### src/hw/rtcal_pkg.sv
package rtcal_pkg;
  localparam logic [7:0] ADDR_ALARM_CONTROL = 8'h00;
  localparam logic [7:0] ADDR_TIME_OF_DAY = 8'h04;
  localparam logic [7:0] ADDR_CLOCK_CONTROL = 8'h08;
  localparam logic [7:0] ADDR_IRQ_STATUS = 8'h0c;
  localparam logic [7:0] ADDR_IRQ_CLEAR = 8'h10;
  localparam logic [7:0] ADDR_IRQ_ENABLE = 8'h14;
  localparam int BIT_ALARM_ENABLE = 15;
  localparam int BIT_REPEAT_ROLLOVER = 14;
  localparam int BIT_PULSE_INITIAL_VALUE = 13;
  localparam int BIT_ALARM_READ_UNSAFE = 12;
  localparam int INTERVAL_LSB = 8;
  localparam int REPEAT_LSB = 0;
  localparam int CTRL_BIT_MODULE_ON = 15;
  localparam int CTRL_BIT_TIME_WRITE_UNLOCK = 3;
  localparam int CTRL_BIT_HALF_SECOND_TICK = 16;
  localparam logic [31:0] TIME_IMPL_MASK = 32'hffffff00;
  localparam logic [7:0] REPEAT_ZERO = 8'h00;
  localparam logic [7:0] REPEAT_WRAP = 8'hff;
  localparam logic [3:0] IVL_HALF_SECOND = 4'h0;
  localparam logic [3:0] IVL_SECOND = 4'h1;
  localparam logic [3:0] IVL_TEN_SECONDS = 4'h2;
  localparam logic [3:0] IVL_MINUTE = 4'h3;
  localparam logic [3:0] IVL_TEN_MINUTES = 4'h4;
  localparam logic [3:0] IVL_HOUR = 4'h5;
  localparam logic [3:0] IVL_DAY = 4'h6;
  localparam logic [3:0] IVL_WEEK = 4'h7;
  localparam logic [3:0] IVL_MONTH = 4'h8;
  localparam logic [3:0] IVL_YEAR = 4'h9;
  localparam int UNSAFE_WINDOW_RTC_CLOCKS = 32;
  localparam int RTC_CLOCK_HZ = 32768;
  localparam int HALF_SECOND_RTC_CLOCKS = RTC_CLOCK_HZ / 2;
  localparam int IRQ_ALARM = 0;
  localparam int IRQ_SECOND = 1;
  localparam int IRQ_WIDTH = 2;
  localparam logic [1:0] RESP_OKAY = 2'b00;
  localparam logic [1:0] RESP_SLVERR = 2'b10;
  localparam logic [3:0] BCD_NINE = 4'h9;
  localparam logic [3:0] BCD_FIVE = 4'h5;
  localparam logic [3:0] BCD_TWO = 4'h2;
  localparam logic [3:0] BCD_THREE = 4'h3;
endpackage : rtcal_pkg

### src/hw/rtcal_top.sv
// Summary of operation
// - Alarm control bit 15 enables alarm generation; zero disables it.
// - Rollover set: repeat count wraps 0x00 to 0xFF; clear: stops at 0x00.
// - With alarm disabled, bit 13 is writable and sets the pulse starting level.
// - With alarm enabled, bit 13 ignores writes and reads the live pulse level.
// - Bit 12 flags that count and enable may change near half-second rollover.
// - Bit 12 clears only when over 32 RTC clocks from the next rollover.
// - Bits 11-8 select half second, second, ten seconds, minute, ten minutes, hour.
// - Codes 6-9 give day, week, month, year; 10-15 are reserved.
// - Alarm event at count zero without rollover clears the alarm enable bit.
// - Alarm control register resets only on power-on reset.
// - Time register hours BCD: tens in 31-28, units in 27-24.
// - Time register minutes BCD: tens in 23-20, units in 19-16.
// - Time register seconds BCD: tens in 15-12, units in 11-8.
// - Time register writes take effect only while the write-unlock bit is one.
// - Alarm control bits 31-16 ignore writes and read as zero.
//
// Our own choices: the register offsets and the AXI4-Lite register port.
`timescale 1ns/1ns
`default_nettype none
module rtcal_top #(
  parameter int HALF_SECOND_CLOCKS = rtcal_pkg::HALF_SECOND_RTC_CLOCKS
) (
  input wire logic aclk,
  input wire logic aresetn,
  input wire logic por_n,
  input wire logic rtc_tick,
  input wire logic day_rollover,
  input wire logic week_rollover,
  input wire logic month_rollover,
  input wire logic year_rollover,
  input wire logic [31:0] s_axi_awaddr,
  input wire logic s_axi_awvalid,
  output logic s_axi_awready,
  input wire logic [31:0] s_axi_wdata,
  input wire logic [3:0] s_axi_wstrb,
  input wire logic s_axi_wvalid,
  output logic s_axi_wready,
  output logic [1:0] s_axi_bresp,
  output logic s_axi_bvalid,
  input wire logic s_axi_bready,
  input wire logic [31:0] s_axi_araddr,
  input wire logic s_axi_arvalid,
  output logic s_axi_arready,
  output logic [31:0] s_axi_rdata,
  output logic [1:0] s_axi_rresp,
  output logic s_axi_rvalid,
  input wire logic s_axi_rready,
  output logic alarm_pulse,
  output logic irq
);
  localparam int PW = $clog2(HALF_SECOND_CLOCKS);
  localparam logic [PW-1:0] PRE_LAST = PW'(HALF_SECOND_CLOCKS - 1);
  localparam logic [PW-1:0] PRE_WINDOW = PW'(HALF_SECOND_CLOCKS - 1 - rtcal_pkg::UNSAFE_WINDOW_RTC_CLOCKS);

  // Whole state of the block in one record; bus reset spares the time base
  typedef struct packed {
    logic alarm_enable;
    logic repeat_rollover;
    logic pulse_level;
    logic [3:0] alarm_interval_select;
    logic [7:0] alarm_repeat_count;
    logic [3:0] hours_tens;
    logic [3:0] hours_units;
    logic [3:0] minutes_tens;
    logic [3:0] minutes_units;
    logic [3:0] seconds_tens;
    logic [3:0] seconds_units;
    logic half_phase;
    logic [PW-1:0] prescale;
    logic module_on;
    logic time_write_unlock;
    logic unsafe_meta;
    logic unsafe_sync;
    logic [rtcal_pkg::IRQ_WIDTH-1:0] irq_status;
    logic [rtcal_pkg::IRQ_WIDTH-1:0] irq_enable;
    logic aw_held;
    logic [7:0] aw_addr;
    logic w_held;
    logic [31:0] w_data;
    logic [3:0] w_strb;
    logic bvalid;
    logic [1:0] bresp;
    logic rvalid;
    logic [31:0] rdata;
    logic [1:0] rresp;
  } rtcal_state_s;

  rtcal_state_s st_q, st_d;

  // Byte-lane merge of a register word
  function automatic logic [31:0] rtcal_merge(input logic [31:0] old_v, input logic [31:0] new_v,
                                              input logic [3:0] strb);
    logic [31:0] r;
    r = old_v;
    for (int i = 0; i < 4; i++) begin
      if (strb[i]) begin
        r[i*8 +: 8] = new_v[i*8 +: 8];
      end
    end
    return r;
  endfunction : rtcal_merge

  // Address decode shared by the write response and the read response
  function automatic logic rtcal_known(input logic [7:0] a);
    return a == rtcal_pkg::ADDR_ALARM_CONTROL || a == rtcal_pkg::ADDR_TIME_OF_DAY ||
           a == rtcal_pkg::ADDR_CLOCK_CONTROL || a == rtcal_pkg::ADDR_IRQ_STATUS ||
           a == rtcal_pkg::ADDR_IRQ_CLEAR || a == rtcal_pkg::ADDR_IRQ_ENABLE;
  endfunction : rtcal_known

  logic half_sec_tick, sec_tick, ten_sec_tick, min_tick, ten_min_tick, hour_tick;
  logic alarm_event, unsafe_raw;
  logic [31:0] alarm_word, time_word, ctrl_word, wr_val;
  logic do_write, do_read;
  logic [rtcal_pkg::IRQ_WIDTH-1:0] irq_set;

  assign half_sec_tick = st_q.module_on && rtc_tick && st_q.prescale == PRE_LAST;
  assign sec_tick = half_sec_tick && st_q.half_phase;
  assign ten_sec_tick = sec_tick && st_q.seconds_units == rtcal_pkg::BCD_NINE;
  assign min_tick = ten_sec_tick && st_q.seconds_tens == rtcal_pkg::BCD_FIVE;
  assign ten_min_tick = min_tick && st_q.minutes_units == rtcal_pkg::BCD_NINE;
  assign hour_tick = ten_min_tick && st_q.minutes_tens == rtcal_pkg::BCD_FIVE;
  // Raised once the prescaler is within the unsafe window of a rollover
  assign unsafe_raw = st_q.module_on && st_q.prescale > PRE_WINDOW;

  // Events of this cycle, kept apart so that a clear in the same cycle cannot swallow them
  assign irq_set[rtcal_pkg::IRQ_ALARM] = st_q.alarm_enable && alarm_event;
  assign irq_set[rtcal_pkg::IRQ_SECOND] = sec_tick;

  always_comb begin
    // Reserved interval codes select no event at all
    case (st_q.alarm_interval_select)
      rtcal_pkg::IVL_HALF_SECOND: alarm_event = half_sec_tick;
      rtcal_pkg::IVL_SECOND: alarm_event = sec_tick;
      rtcal_pkg::IVL_TEN_SECONDS: alarm_event = ten_sec_tick;
      rtcal_pkg::IVL_MINUTE: alarm_event = min_tick;
      rtcal_pkg::IVL_TEN_MINUTES: alarm_event = ten_min_tick;
      rtcal_pkg::IVL_HOUR: alarm_event = hour_tick;
      rtcal_pkg::IVL_DAY: alarm_event = day_rollover;
      rtcal_pkg::IVL_WEEK: alarm_event = week_rollover;
      rtcal_pkg::IVL_MONTH: alarm_event = month_rollover;
      rtcal_pkg::IVL_YEAR: alarm_event = year_rollover;
      default: alarm_event = 1'b0;
    endcase
  end

  always_comb begin
    // Register views; unimplemented bits are forced to zero
    alarm_word = '0;
    alarm_word[rtcal_pkg::BIT_ALARM_ENABLE] = st_q.alarm_enable;
    alarm_word[rtcal_pkg::BIT_REPEAT_ROLLOVER] = st_q.repeat_rollover;
    alarm_word[rtcal_pkg::BIT_PULSE_INITIAL_VALUE] = st_q.pulse_level;
    alarm_word[rtcal_pkg::BIT_ALARM_READ_UNSAFE] = st_q.unsafe_sync;
    alarm_word[rtcal_pkg::INTERVAL_LSB +: 4] = st_q.alarm_interval_select;
    alarm_word[rtcal_pkg::REPEAT_LSB +: 8] = st_q.alarm_repeat_count;
    time_word = {st_q.hours_tens, st_q.hours_units, st_q.minutes_tens, st_q.minutes_units,
                 st_q.seconds_tens, st_q.seconds_units, 8'h00};
    // Half-second phase is read-only, so software can align itself to the time base
    ctrl_word = '0;
    ctrl_word[rtcal_pkg::CTRL_BIT_MODULE_ON] = st_q.module_on;
    ctrl_word[rtcal_pkg::CTRL_BIT_TIME_WRITE_UNLOCK] = st_q.time_write_unlock;
    ctrl_word[rtcal_pkg::CTRL_BIT_HALF_SECOND_TICK] = st_q.half_phase;
  end

  // A new write waits until the last response is taken, so bresp is never overwritten
  assign do_write = st_q.aw_held && st_q.w_held && !st_q.bvalid;
  assign do_read = s_axi_arvalid && !st_q.rvalid;

  always_comb begin
    st_d = st_q;
    wr_val = '0;
    // Two-stage resync of the unsafe window into the bus view
    st_d.unsafe_meta = unsafe_raw;
    st_d.unsafe_sync = st_q.unsafe_meta;

    // Prescaler halts with the module off, which also keeps the unsafe flag low
    if (st_q.module_on && rtc_tick) begin
      st_d.prescale = (st_q.prescale == PRE_LAST) ? '0 : st_q.prescale + 1'b1;
    end
    if (half_sec_tick) begin
      st_d.half_phase = !st_q.half_phase;
    end
    // BCD time base: each digit carries into the next
    if (sec_tick) begin
      st_d.seconds_units = st_q.seconds_units + 4'h1;
      st_d.irq_status[rtcal_pkg::IRQ_SECOND] = 1'b1;
    end
    if (ten_sec_tick) begin
      st_d.seconds_units = '0;
      st_d.seconds_tens = st_q.seconds_tens + 4'h1;
    end
    if (min_tick) begin
      st_d.seconds_tens = '0;
      st_d.minutes_units = st_q.minutes_units + 4'h1;
    end
    if (ten_min_tick) begin
      st_d.minutes_units = '0;
      st_d.minutes_tens = st_q.minutes_tens + 4'h1;
    end
    // Hours wrap after 23; the digits rely on software writing valid BCD
    if (hour_tick) begin
      st_d.minutes_tens = '0;
      if (st_q.hours_tens == rtcal_pkg::BCD_TWO && st_q.hours_units == rtcal_pkg::BCD_THREE) begin
        st_d.hours_tens = '0;
        st_d.hours_units = '0;
      end else if (st_q.hours_units == rtcal_pkg::BCD_NINE) begin
        st_d.hours_units = '0;
        st_d.hours_tens = st_q.hours_tens + 4'h1;
      end else begin
        st_d.hours_units = st_q.hours_units + 4'h1;
      end
    end

    // Alarm event: toggle, count down, or once the count has run out wrap to 0xFF or stop per the rollover bit
    if (st_q.alarm_enable && alarm_event) begin
      st_d.pulse_level = !st_q.pulse_level;
      st_d.irq_status[rtcal_pkg::IRQ_ALARM] = 1'b1;
      if (st_q.alarm_repeat_count == rtcal_pkg::REPEAT_ZERO) begin
        if (st_q.repeat_rollover) begin
          st_d.alarm_repeat_count = rtcal_pkg::REPEAT_WRAP;
        end else begin
          st_d.alarm_enable = 1'b0;
        end
      end else begin
        st_d.alarm_repeat_count = st_q.alarm_repeat_count - 8'h01;
      end
    end

    // AXI4-Lite write: address and data held independently, response after both
    if (s_axi_awvalid && !st_q.aw_held) begin
      st_d.aw_held = 1'b1;
      st_d.aw_addr = s_axi_awaddr[7:0];
    end
    if (s_axi_wvalid && !st_q.w_held) begin
      st_d.w_held = 1'b1;
      st_d.w_data = s_axi_wdata;
      st_d.w_strb = s_axi_wstrb;
    end
    if (do_write) begin
      st_d.aw_held = 1'b0;
      st_d.w_held = 1'b0;
      st_d.bvalid = 1'b1;
      st_d.bresp = rtcal_known(st_q.aw_addr) ? rtcal_pkg::RESP_OKAY : rtcal_pkg::RESP_SLVERR;
      case (st_q.aw_addr)
        rtcal_pkg::ADDR_ALARM_CONTROL: begin
          // Software write wins over a same-cycle alarm update of these fields
          wr_val = rtcal_merge(alarm_word, st_q.w_data, st_q.w_strb);
          st_d.alarm_enable = wr_val[rtcal_pkg::BIT_ALARM_ENABLE];
          st_d.repeat_rollover = wr_val[rtcal_pkg::BIT_REPEAT_ROLLOVER];
          if (!st_q.alarm_enable) begin
            st_d.pulse_level = wr_val[rtcal_pkg::BIT_PULSE_INITIAL_VALUE];
          end
          st_d.alarm_interval_select = wr_val[rtcal_pkg::INTERVAL_LSB +: 4];
          st_d.alarm_repeat_count = wr_val[rtcal_pkg::REPEAT_LSB +: 8];
        end
        rtcal_pkg::ADDR_TIME_OF_DAY: begin
          if (st_q.time_write_unlock) begin
            wr_val = rtcal_merge(time_word, st_q.w_data, st_q.w_strb) & rtcal_pkg::TIME_IMPL_MASK;
            {st_d.hours_tens, st_d.hours_units, st_d.minutes_tens, st_d.minutes_units,
             st_d.seconds_tens, st_d.seconds_units} = wr_val[31:8];
          end
        end
        rtcal_pkg::ADDR_CLOCK_CONTROL: begin
          wr_val = rtcal_merge(ctrl_word, st_q.w_data, st_q.w_strb);
          st_d.module_on = wr_val[rtcal_pkg::CTRL_BIT_MODULE_ON];
          st_d.time_write_unlock = wr_val[rtcal_pkg::CTRL_BIT_TIME_WRITE_UNLOCK];
        end
        rtcal_pkg::ADDR_IRQ_CLEAR: begin
          // A same-cycle event survives the clear, even on a bit that was already set
          st_d.irq_status = (st_q.irq_status & ~st_q.w_data[rtcal_pkg::IRQ_WIDTH-1:0]) | irq_set;
        end
        rtcal_pkg::ADDR_IRQ_STATUS: begin
          // Status is read-only; the write still answers OKAY
        end
        rtcal_pkg::ADDR_IRQ_ENABLE: begin
          st_d.irq_enable = st_q.w_data[rtcal_pkg::IRQ_WIDTH-1:0];
        end
        default: begin
        end
      endcase
    end
    if (st_q.bvalid && s_axi_bready) begin
      st_d.bvalid = 1'b0;
    end

    // Read path: answered the edge after the address, from the live register view
    if (do_read) begin
      st_d.rvalid = 1'b1;
      st_d.rresp = rtcal_known(s_axi_araddr[7:0]) ? rtcal_pkg::RESP_OKAY : rtcal_pkg::RESP_SLVERR;
      case (s_axi_araddr[7:0])
        rtcal_pkg::ADDR_ALARM_CONTROL: st_d.rdata = alarm_word;
        rtcal_pkg::ADDR_TIME_OF_DAY: st_d.rdata = time_word;
        rtcal_pkg::ADDR_CLOCK_CONTROL: st_d.rdata = ctrl_word;
        rtcal_pkg::ADDR_IRQ_STATUS: st_d.rdata = 32'(st_q.irq_status);
        rtcal_pkg::ADDR_IRQ_ENABLE: st_d.rdata = 32'(st_q.irq_enable);
        rtcal_pkg::ADDR_IRQ_CLEAR: st_d.rdata = '0;
        default: st_d.rdata = '0;
      endcase
    end else if (st_q.rvalid && s_axi_rready) begin
      st_d.rvalid = 1'b0;
    end
  end

  always_ff @(posedge aclk) begin
    if (!por_n) begin
      st_q <= '0;
    end else if (!aresetn) begin
      // Bus reset spares the alarm and time registers
      st_q <= '{alarm_enable: st_q.alarm_enable,
                repeat_rollover: st_q.repeat_rollover,
                pulse_level: st_q.pulse_level,
                alarm_interval_select: st_q.alarm_interval_select,
                alarm_repeat_count: st_q.alarm_repeat_count,
                hours_tens: st_q.hours_tens,
                hours_units: st_q.hours_units,
                minutes_tens: st_q.minutes_tens,
                minutes_units: st_q.minutes_units,
                seconds_tens: st_q.seconds_tens,
                seconds_units: st_q.seconds_units,
                half_phase: st_q.half_phase,
                prescale: st_q.prescale,
                module_on: st_q.module_on,
                default: '0};
    end else begin
      st_q <= st_d;
    end
  end

  // Write readies come straight from the held flags, read ready from rvalid: one bubble per write buys simple logic
  assign s_axi_awready = !st_q.aw_held;
  assign s_axi_wready = !st_q.w_held;
  assign s_axi_bvalid = st_q.bvalid;
  assign s_axi_bresp = st_q.bresp;
  assign s_axi_arready = !st_q.rvalid;
  assign s_axi_rvalid = st_q.rvalid;
  assign s_axi_rdata = st_q.rdata;
  assign s_axi_rresp = st_q.rresp;
  assign alarm_pulse = st_q.pulse_level;
  // Level interrupt: high until software clears the status bit or its enable
  assign irq = |(st_q.irq_status & st_q.irq_enable);
endmodule : rtcal_top
`default_nettype wire

### config.mk
export PLATFORM = sky130hd
export DESIGN_NAME = rtcal_top
export DESIGN_NICKNAME = d
export VERILOG_FILES = /design/src/hw/rtcal_pkg.sv /design/src/hw/rtcal_top.sv
export SDC_FILE = /design/constraint.sdc
export NUM_CORES = 1
export LEC_CHECK = 0
export ABC_AREA = 0
export BUFFER_PORTS_ARGS = -buffer_cell sky130_fd_sc_hd__buf_4
export CORE_ASPECT_RATIO = 1.25
export CORE_MARGIN = 2
export CORE_UTILIZATION = 35
export CTS_BUF_LIST = sky130_fd_sc_hd__clkbuf_4 sky130_fd_sc_hd__clkbuf_8
export DETAILED_ROUTE_END_ITERATION = 10
export PLACE_DENSITY_LB_ADDON = 0.08
export SYNTH_ARGS = -nofsm -noshare
export SYNTH_HDL_FRONTEND = slang
export SYNTH_SLANG_ARGS = --single-unit
### constraint.sdc
create_clock -name aclk -period 3.45 [get_ports aclk]
set_input_delay 0.1725 -clock aclk [delete_from_list [all_inputs] [get_ports aclk]]
set_output_delay 0.1725 -clock aclk [all_outputs]
set_load 0.01 [all_outputs]
# Word-level counts from Yosys, hierarchy flattened
# Cells that the tools add are included.
# word_totals
register_bits	146
in_bits	113
wordCells	169
# op_classes
add_sub_neg	8
n_lt_le_gt_ge	1
eq_ne	33
muxes	38
bitwise_logic	6
reduce_logical	54
# op_table
cell	count
one-hot mux 32 bit (5 select lines)	1
2-to-1 mux 8 bit	12
2-to-1 mux 24 bit	2
2-to-1 mux 39 bit	1
equality test 8 x 4 -> 1 bit (second input constant)	4
equality test 8 x 5 -> 1 bit (second input constant)	4
adder 4 x 1 -> 4 bit (second input constant)	6
equality test 4 x 3 -> 1 bit (second input constant)	6
zero test 8 bit	3
equality test 4 bit (second input constant)	5
AND reduction 2 bit	10
logical AND 1 bit	17
equality test 4 x 2 -> 1 bit (second input constant)	4
equality test 8 x 3 -> 1 bit (second input constant)	2
inequality test 4 bit (second input constant)	4
2-to-1 mux 15 bit	1
adder 14 x 1 -> 14 bit (second input constant)	1
equality test 14 bit (second input constant)	1
greater-than comparator 14 bit (second input constant)	1
2-to-1 mux 14 bit	1
2-to-1 mux 12 bit	1
2-to-1 mux 4 bit	3
logical OR 1 bit	10
one-hot mux 1 bit (10 select lines)	1
18 further kinds	39

# Logic depth before layout (Yosys ltp)
# logic_depth
depth_word	13
ltp_mapped	10
ltp_nobuf	8

# Worst setup path after synthesis
# OpenSTA, ideal clock, no wires.
# synth_path
path_type	register to register
start	reg st_q[107] (netlist name)
end	reg st_q (netlist bit alarm_word[4])
setup_time_ns	0.122
t_arrival_ns	2.321
required_time_ns	3.328
path_slack_ns	1.007
stages_incl_launch_ff	8
path_cell_list	dfxtp_1 > ha_1 > and3b_1 > nand4_1 > nor4_1 > o31ai_2 > or4b_1 > a311o_1
# synth_between
elab_chain_cells	10
# synth_lines
item	line_no	text
start: declaration	rtcal_top.sv:89	rtcal_state_s st_q, st_d;
start signal: assignment	rtcal_top.sv:309	st_q <= '{alarm_enable: st_q.alarm_enable,
start signal: assignment	rtcal_top.sv:325	st_q <= st_d;
equality test 4 bit *	rtcal_top.sv:119	assign ten_sec_tick = sec_tick && st_q.seconds_units == rtcal_pkg::BCD_NINE;
logical AND 1 bit *	rtcal_top.sv:119	
logical AND 1 bit	rtcal_top.sv:120	assign min_tick = ten_sec_tick && st_q.seconds_tens == rtcal_pkg::BCD_FIVE;
logical AND 1 bit	rtcal_top.sv:121	assign ten_min_tick = min_tick && st_q.minutes_units == rtcal_pkg::BCD_NINE;
logical AND 1 bit	rtcal_top.sv:122	assign hour_tick = ten_min_tick && st_q.minutes_tens == rtcal_pkg::BCD_FIVE;
one-hot mux 1 bit (10 select lines) *	rtcal_top.sv:132	case (st_q.alarm_interval_select)
logical AND 1 bit *	rtcal_top.sv:215	if (st_q.alarm_enable && alarm_event) begin
2-to-1 mux 8 bit *	rtcal_top.sv:215	
2-to-1 mux 15 bit	rtcal_top.sv:244	case (st_q.aw_addr)
2-to-1 mux 39 bit *	rtcal_top.sv:239	if (do_write) begin
# Every way passes the cells marked *; elsewhere a longest branch is shown, timed or not.
# A chain may end at the register's enable or synchronous reset.

# Final worst setup path
# layout_path
start	reg st_q[92] (netlist name)
end	reg st_q (netlist bit alarm_word[4])
# layout_between
elab_chain_cells	12
# layout_lines
item	line_no	text
equality test 14 bit *	rtcal_top.sv:117	assign half_sec_tick = st_q.module_on && rtc_tick && st_q.prescale == PRE_LAST;
logical AND 1 bit *	rtcal_top.sv:117	
logical AND 1 bit	rtcal_top.sv:118	assign sec_tick = half_sec_tick && st_q.half_phase;
logical AND 1 bit	rtcal_top.sv:119	
logical AND 1 bit	rtcal_top.sv:120	
logical AND 1 bit	rtcal_top.sv:121	
logical AND 1 bit	rtcal_top.sv:122	
one-hot mux 1 bit (10 select lines) *	rtcal_top.sv:132	
logical AND 1 bit *	rtcal_top.sv:215	
2-to-1 mux 8 bit *	rtcal_top.sv:215	
2-to-1 mux 15 bit	rtcal_top.sv:244	
2-to-1 mux 39 bit *	rtcal_top.sv:239	
# Marks and branches as above.

==> reports/results.ini <==
[run_status]
status = completed

[synthesis]
synth_edf_count = 0
syn_avg_cell_area_um2 = 8.06
synth_ff_type = dfxtp_1
synth_cells = 906
yosysMostFrequentCell = dfxtp_1
ys_ff_latch = 144
ys.warnings.count = 0
async_reset_ff_frac = 0
synth_area_leader_cell = dfxtp_1
synth_top_area_share = 0.395
synth_commonest_cells = dfxtp_1 (144), nand2_1 (126), nor2_1 (89)
ys_types = 70
seq_area_frac_synth = 0.395
synthTopCellsByArea = dfxtp_1 (39%), nand2_1 (6.5%), a21oi_1 (6.0%)
synth_area_um2 = 7300

[pwr]
internal_power_w = 0.00245
clockPowerShare = 0.408
pwr-share-comb = 0.094
p_leak_nw = 3.43
p_per_area_nw_per_um2 = 385
pwr-share-seq = 0.498
power.switching_w = 0.00101
switching_share = 0.292
power_w = 0.00346
ir_drop_mv = 0.287

[setup_path]
required_ns = 3.81
path_max_fanout = 8
worstSetupPathType = reg -> reg
endpoint_kind = flip-flop
reg2reg_from = st_q[92]
reg2regPathDepth = 7
arrival_ns = 3.07
worstSetupStartpoint = st_q[92]
cp-start-kind = flip-flop

[final_layout]
synthToLayoutAreaGrowth_pct = 23.0
stdcell_area_um2 = 8980
fillers = 2165
diodes = 0
multi_input_area_um2 = 3860
drive_above_1_share = 0.174
seqCellArea_um2 = 2880
layout.cells.non_filler = 1293
nets = 1133

[sta]
fin_setup_tns_ns = 0
slew_viol_final = 0
finalHoldViolations = 0
worstMarginPinSlew_ns = 1.06
fin_skew_ns = 0.0138
clock.fmax_mhz = 369
rsz0062_at_grt = no
final.period_utilization = 0.785
setup_viol = 0
fin_crit_ns = 2.71
slew_headroom = 0.287

[routing]
vias_per_cell = 5.32
antenna_left = 0
first_pass_iters = 6
drt-total-wl_um = 22600
drt-initial-drc-count = 444
vias = 6874
drc = 0
routedWlPerCell_um = 17.4

[global_routing]
grt_max_degree = 63
grt_pass1_wl_um = 35900
grtUsageTotal = 0.208
grt-ovfl-total = 0
antenna_found_initial = 0
first_global_vias = 6652

[die]
core_um2 = 20700
start_util = 0.353
die_w_um = 133
num_io_pins = 156
num_rows = 59
dieArea_um2 = 22000
die_y_um = 165

[clock_tree]
clk_pin_slew_ns = 0.09
cts_buffer_depth = 2
cts_tree = done
htreeDepth = 4
cts-root-buf = clkbuf_8
cts_inserted_buffers = 17
clock-sinks = 144
clk_latency_ns = 0.47

[min_path]
hp-class = in -> reg
hold_depth = 3
worstHoldStart = s_axi_wdata[13]

[place]
dpl_cell_area_um2 = 8100
port-buffer-count = 105
dp.cells = 1213
hpwl_um = 15700
gp_congestion = 0.839

[run]
drv_cap = 0

[worst max-delay path, cell delays in order, from the launching register on]
cell and delay [ns]:
dfxtp_1 0.39, ha_1 0.23, and4_1 0.30, nand4_4 0.21, o41ai_4 0.44, o31ai_2 0.12, or4b_1 0.55, a311o_1 0.36
[state kept, by name, summed over array words and instances (netlist names)]
name	cells
s_axi_bresp	1
s_axi_bvalid	1
s_axi_rvalid	1
st_d	1
alarm_pulse	1
s_axi_rdata	32
alarm_word	15
s_axi_rresp	1
st_q	88
ctrl_word	3
[power groups by stage]
stage | Combinational [W] | Clock (W) | Sequential (W)
after floorplan | 0.000165 | 0 | 0.00174
after global placement | 0.000282 | 0 | 0.00176
after detailed placement | 0.000283 | 0 | 0.00176
after CTS | 0.000326 | 0.00146 | 0.00172
after global routing | 0.000360 | 0.00152 | 0.00173
final | 0.000324 | 0.00141 | 0.00172
[per-layer routing]
metal / up-vias / wire length (um) / track usage
met3: 36 / 679 / 0.0363
met5: - / 0 / 0
met2: 142 / 11300 / 0.370
met4: 0 / 565 / 0.0798
met1: 3283 / 9980 / 0.252
li1: 3413 / - / -
[final timing paths]
check        slack, ns             to
min reg2reg       0.46       st_q[40]
max reg2reg       0.74  alarm_word[4]
max               0.74  alarm_word[4]
min               0.03       st_q[55]
[through the flow]
| stage | setup WS [ns] | util | hold slack, ns |
|---|---|---|---|
| 2_1_floorplan | 1.01 | - | 0.288 |
| 3_3_place_gp | 0.748 | 0.392 | 0.393 |
| 3_5_place_dp | 0.763 | 0.392 | 0.401 |
| 4_1_cts | 0.743 | 0.434 | 0.00883 |
| 5_1_grt | 0.551 | 0.434 | 0.0118 |
| 6_report | 0.742 | 0.434 | 0.0313 |
[cells by family after synthesis]
logic type	count (synthesis)	share of synthesized area
AOI/OAI and AO/OA	229	0.200
muxes	29	0.0411
DFF	144	0.395
and+or+nand+nor	361	0.241
xor gates and xnor gates	16	0.0192
adders and majority gates	14	0.0240
buffers and inverters	112	0.0787
other	1	0.000514
[cells in the final DEF (no fill, tap or decap), types with 17 or more instances in the layout]
cell / count
clkbuf_8: 17
a22oi_1: 30
nand3_1: 27
mux2i_1: 21
dfxtp_1: 144
buf_4: 120
nor2_1: 89
o21ai_0: 40
nor3_1: 20
dlygate4sd3_1: 48
nand2_1: 124
a21oi_1: 87
inv_1: 22
[cell type report]
cell class	count	share of cell area
clock buffers	17	0.0261
clock inverters	15	0.0188
inverters	23	0.00961
multi-input cells	651	0.430
flip-flops and latches	144	0.321
well taps	274	0.0382
repair buffers	169	0.156
[repair_timing]
item,CTS,global route
hold buffers,48,0
setup buffers,0,0
gates resized for setup,0,0
endpoints found under the hold margin,48,0
Note: power is estimated with default switching activity, not from simulation.
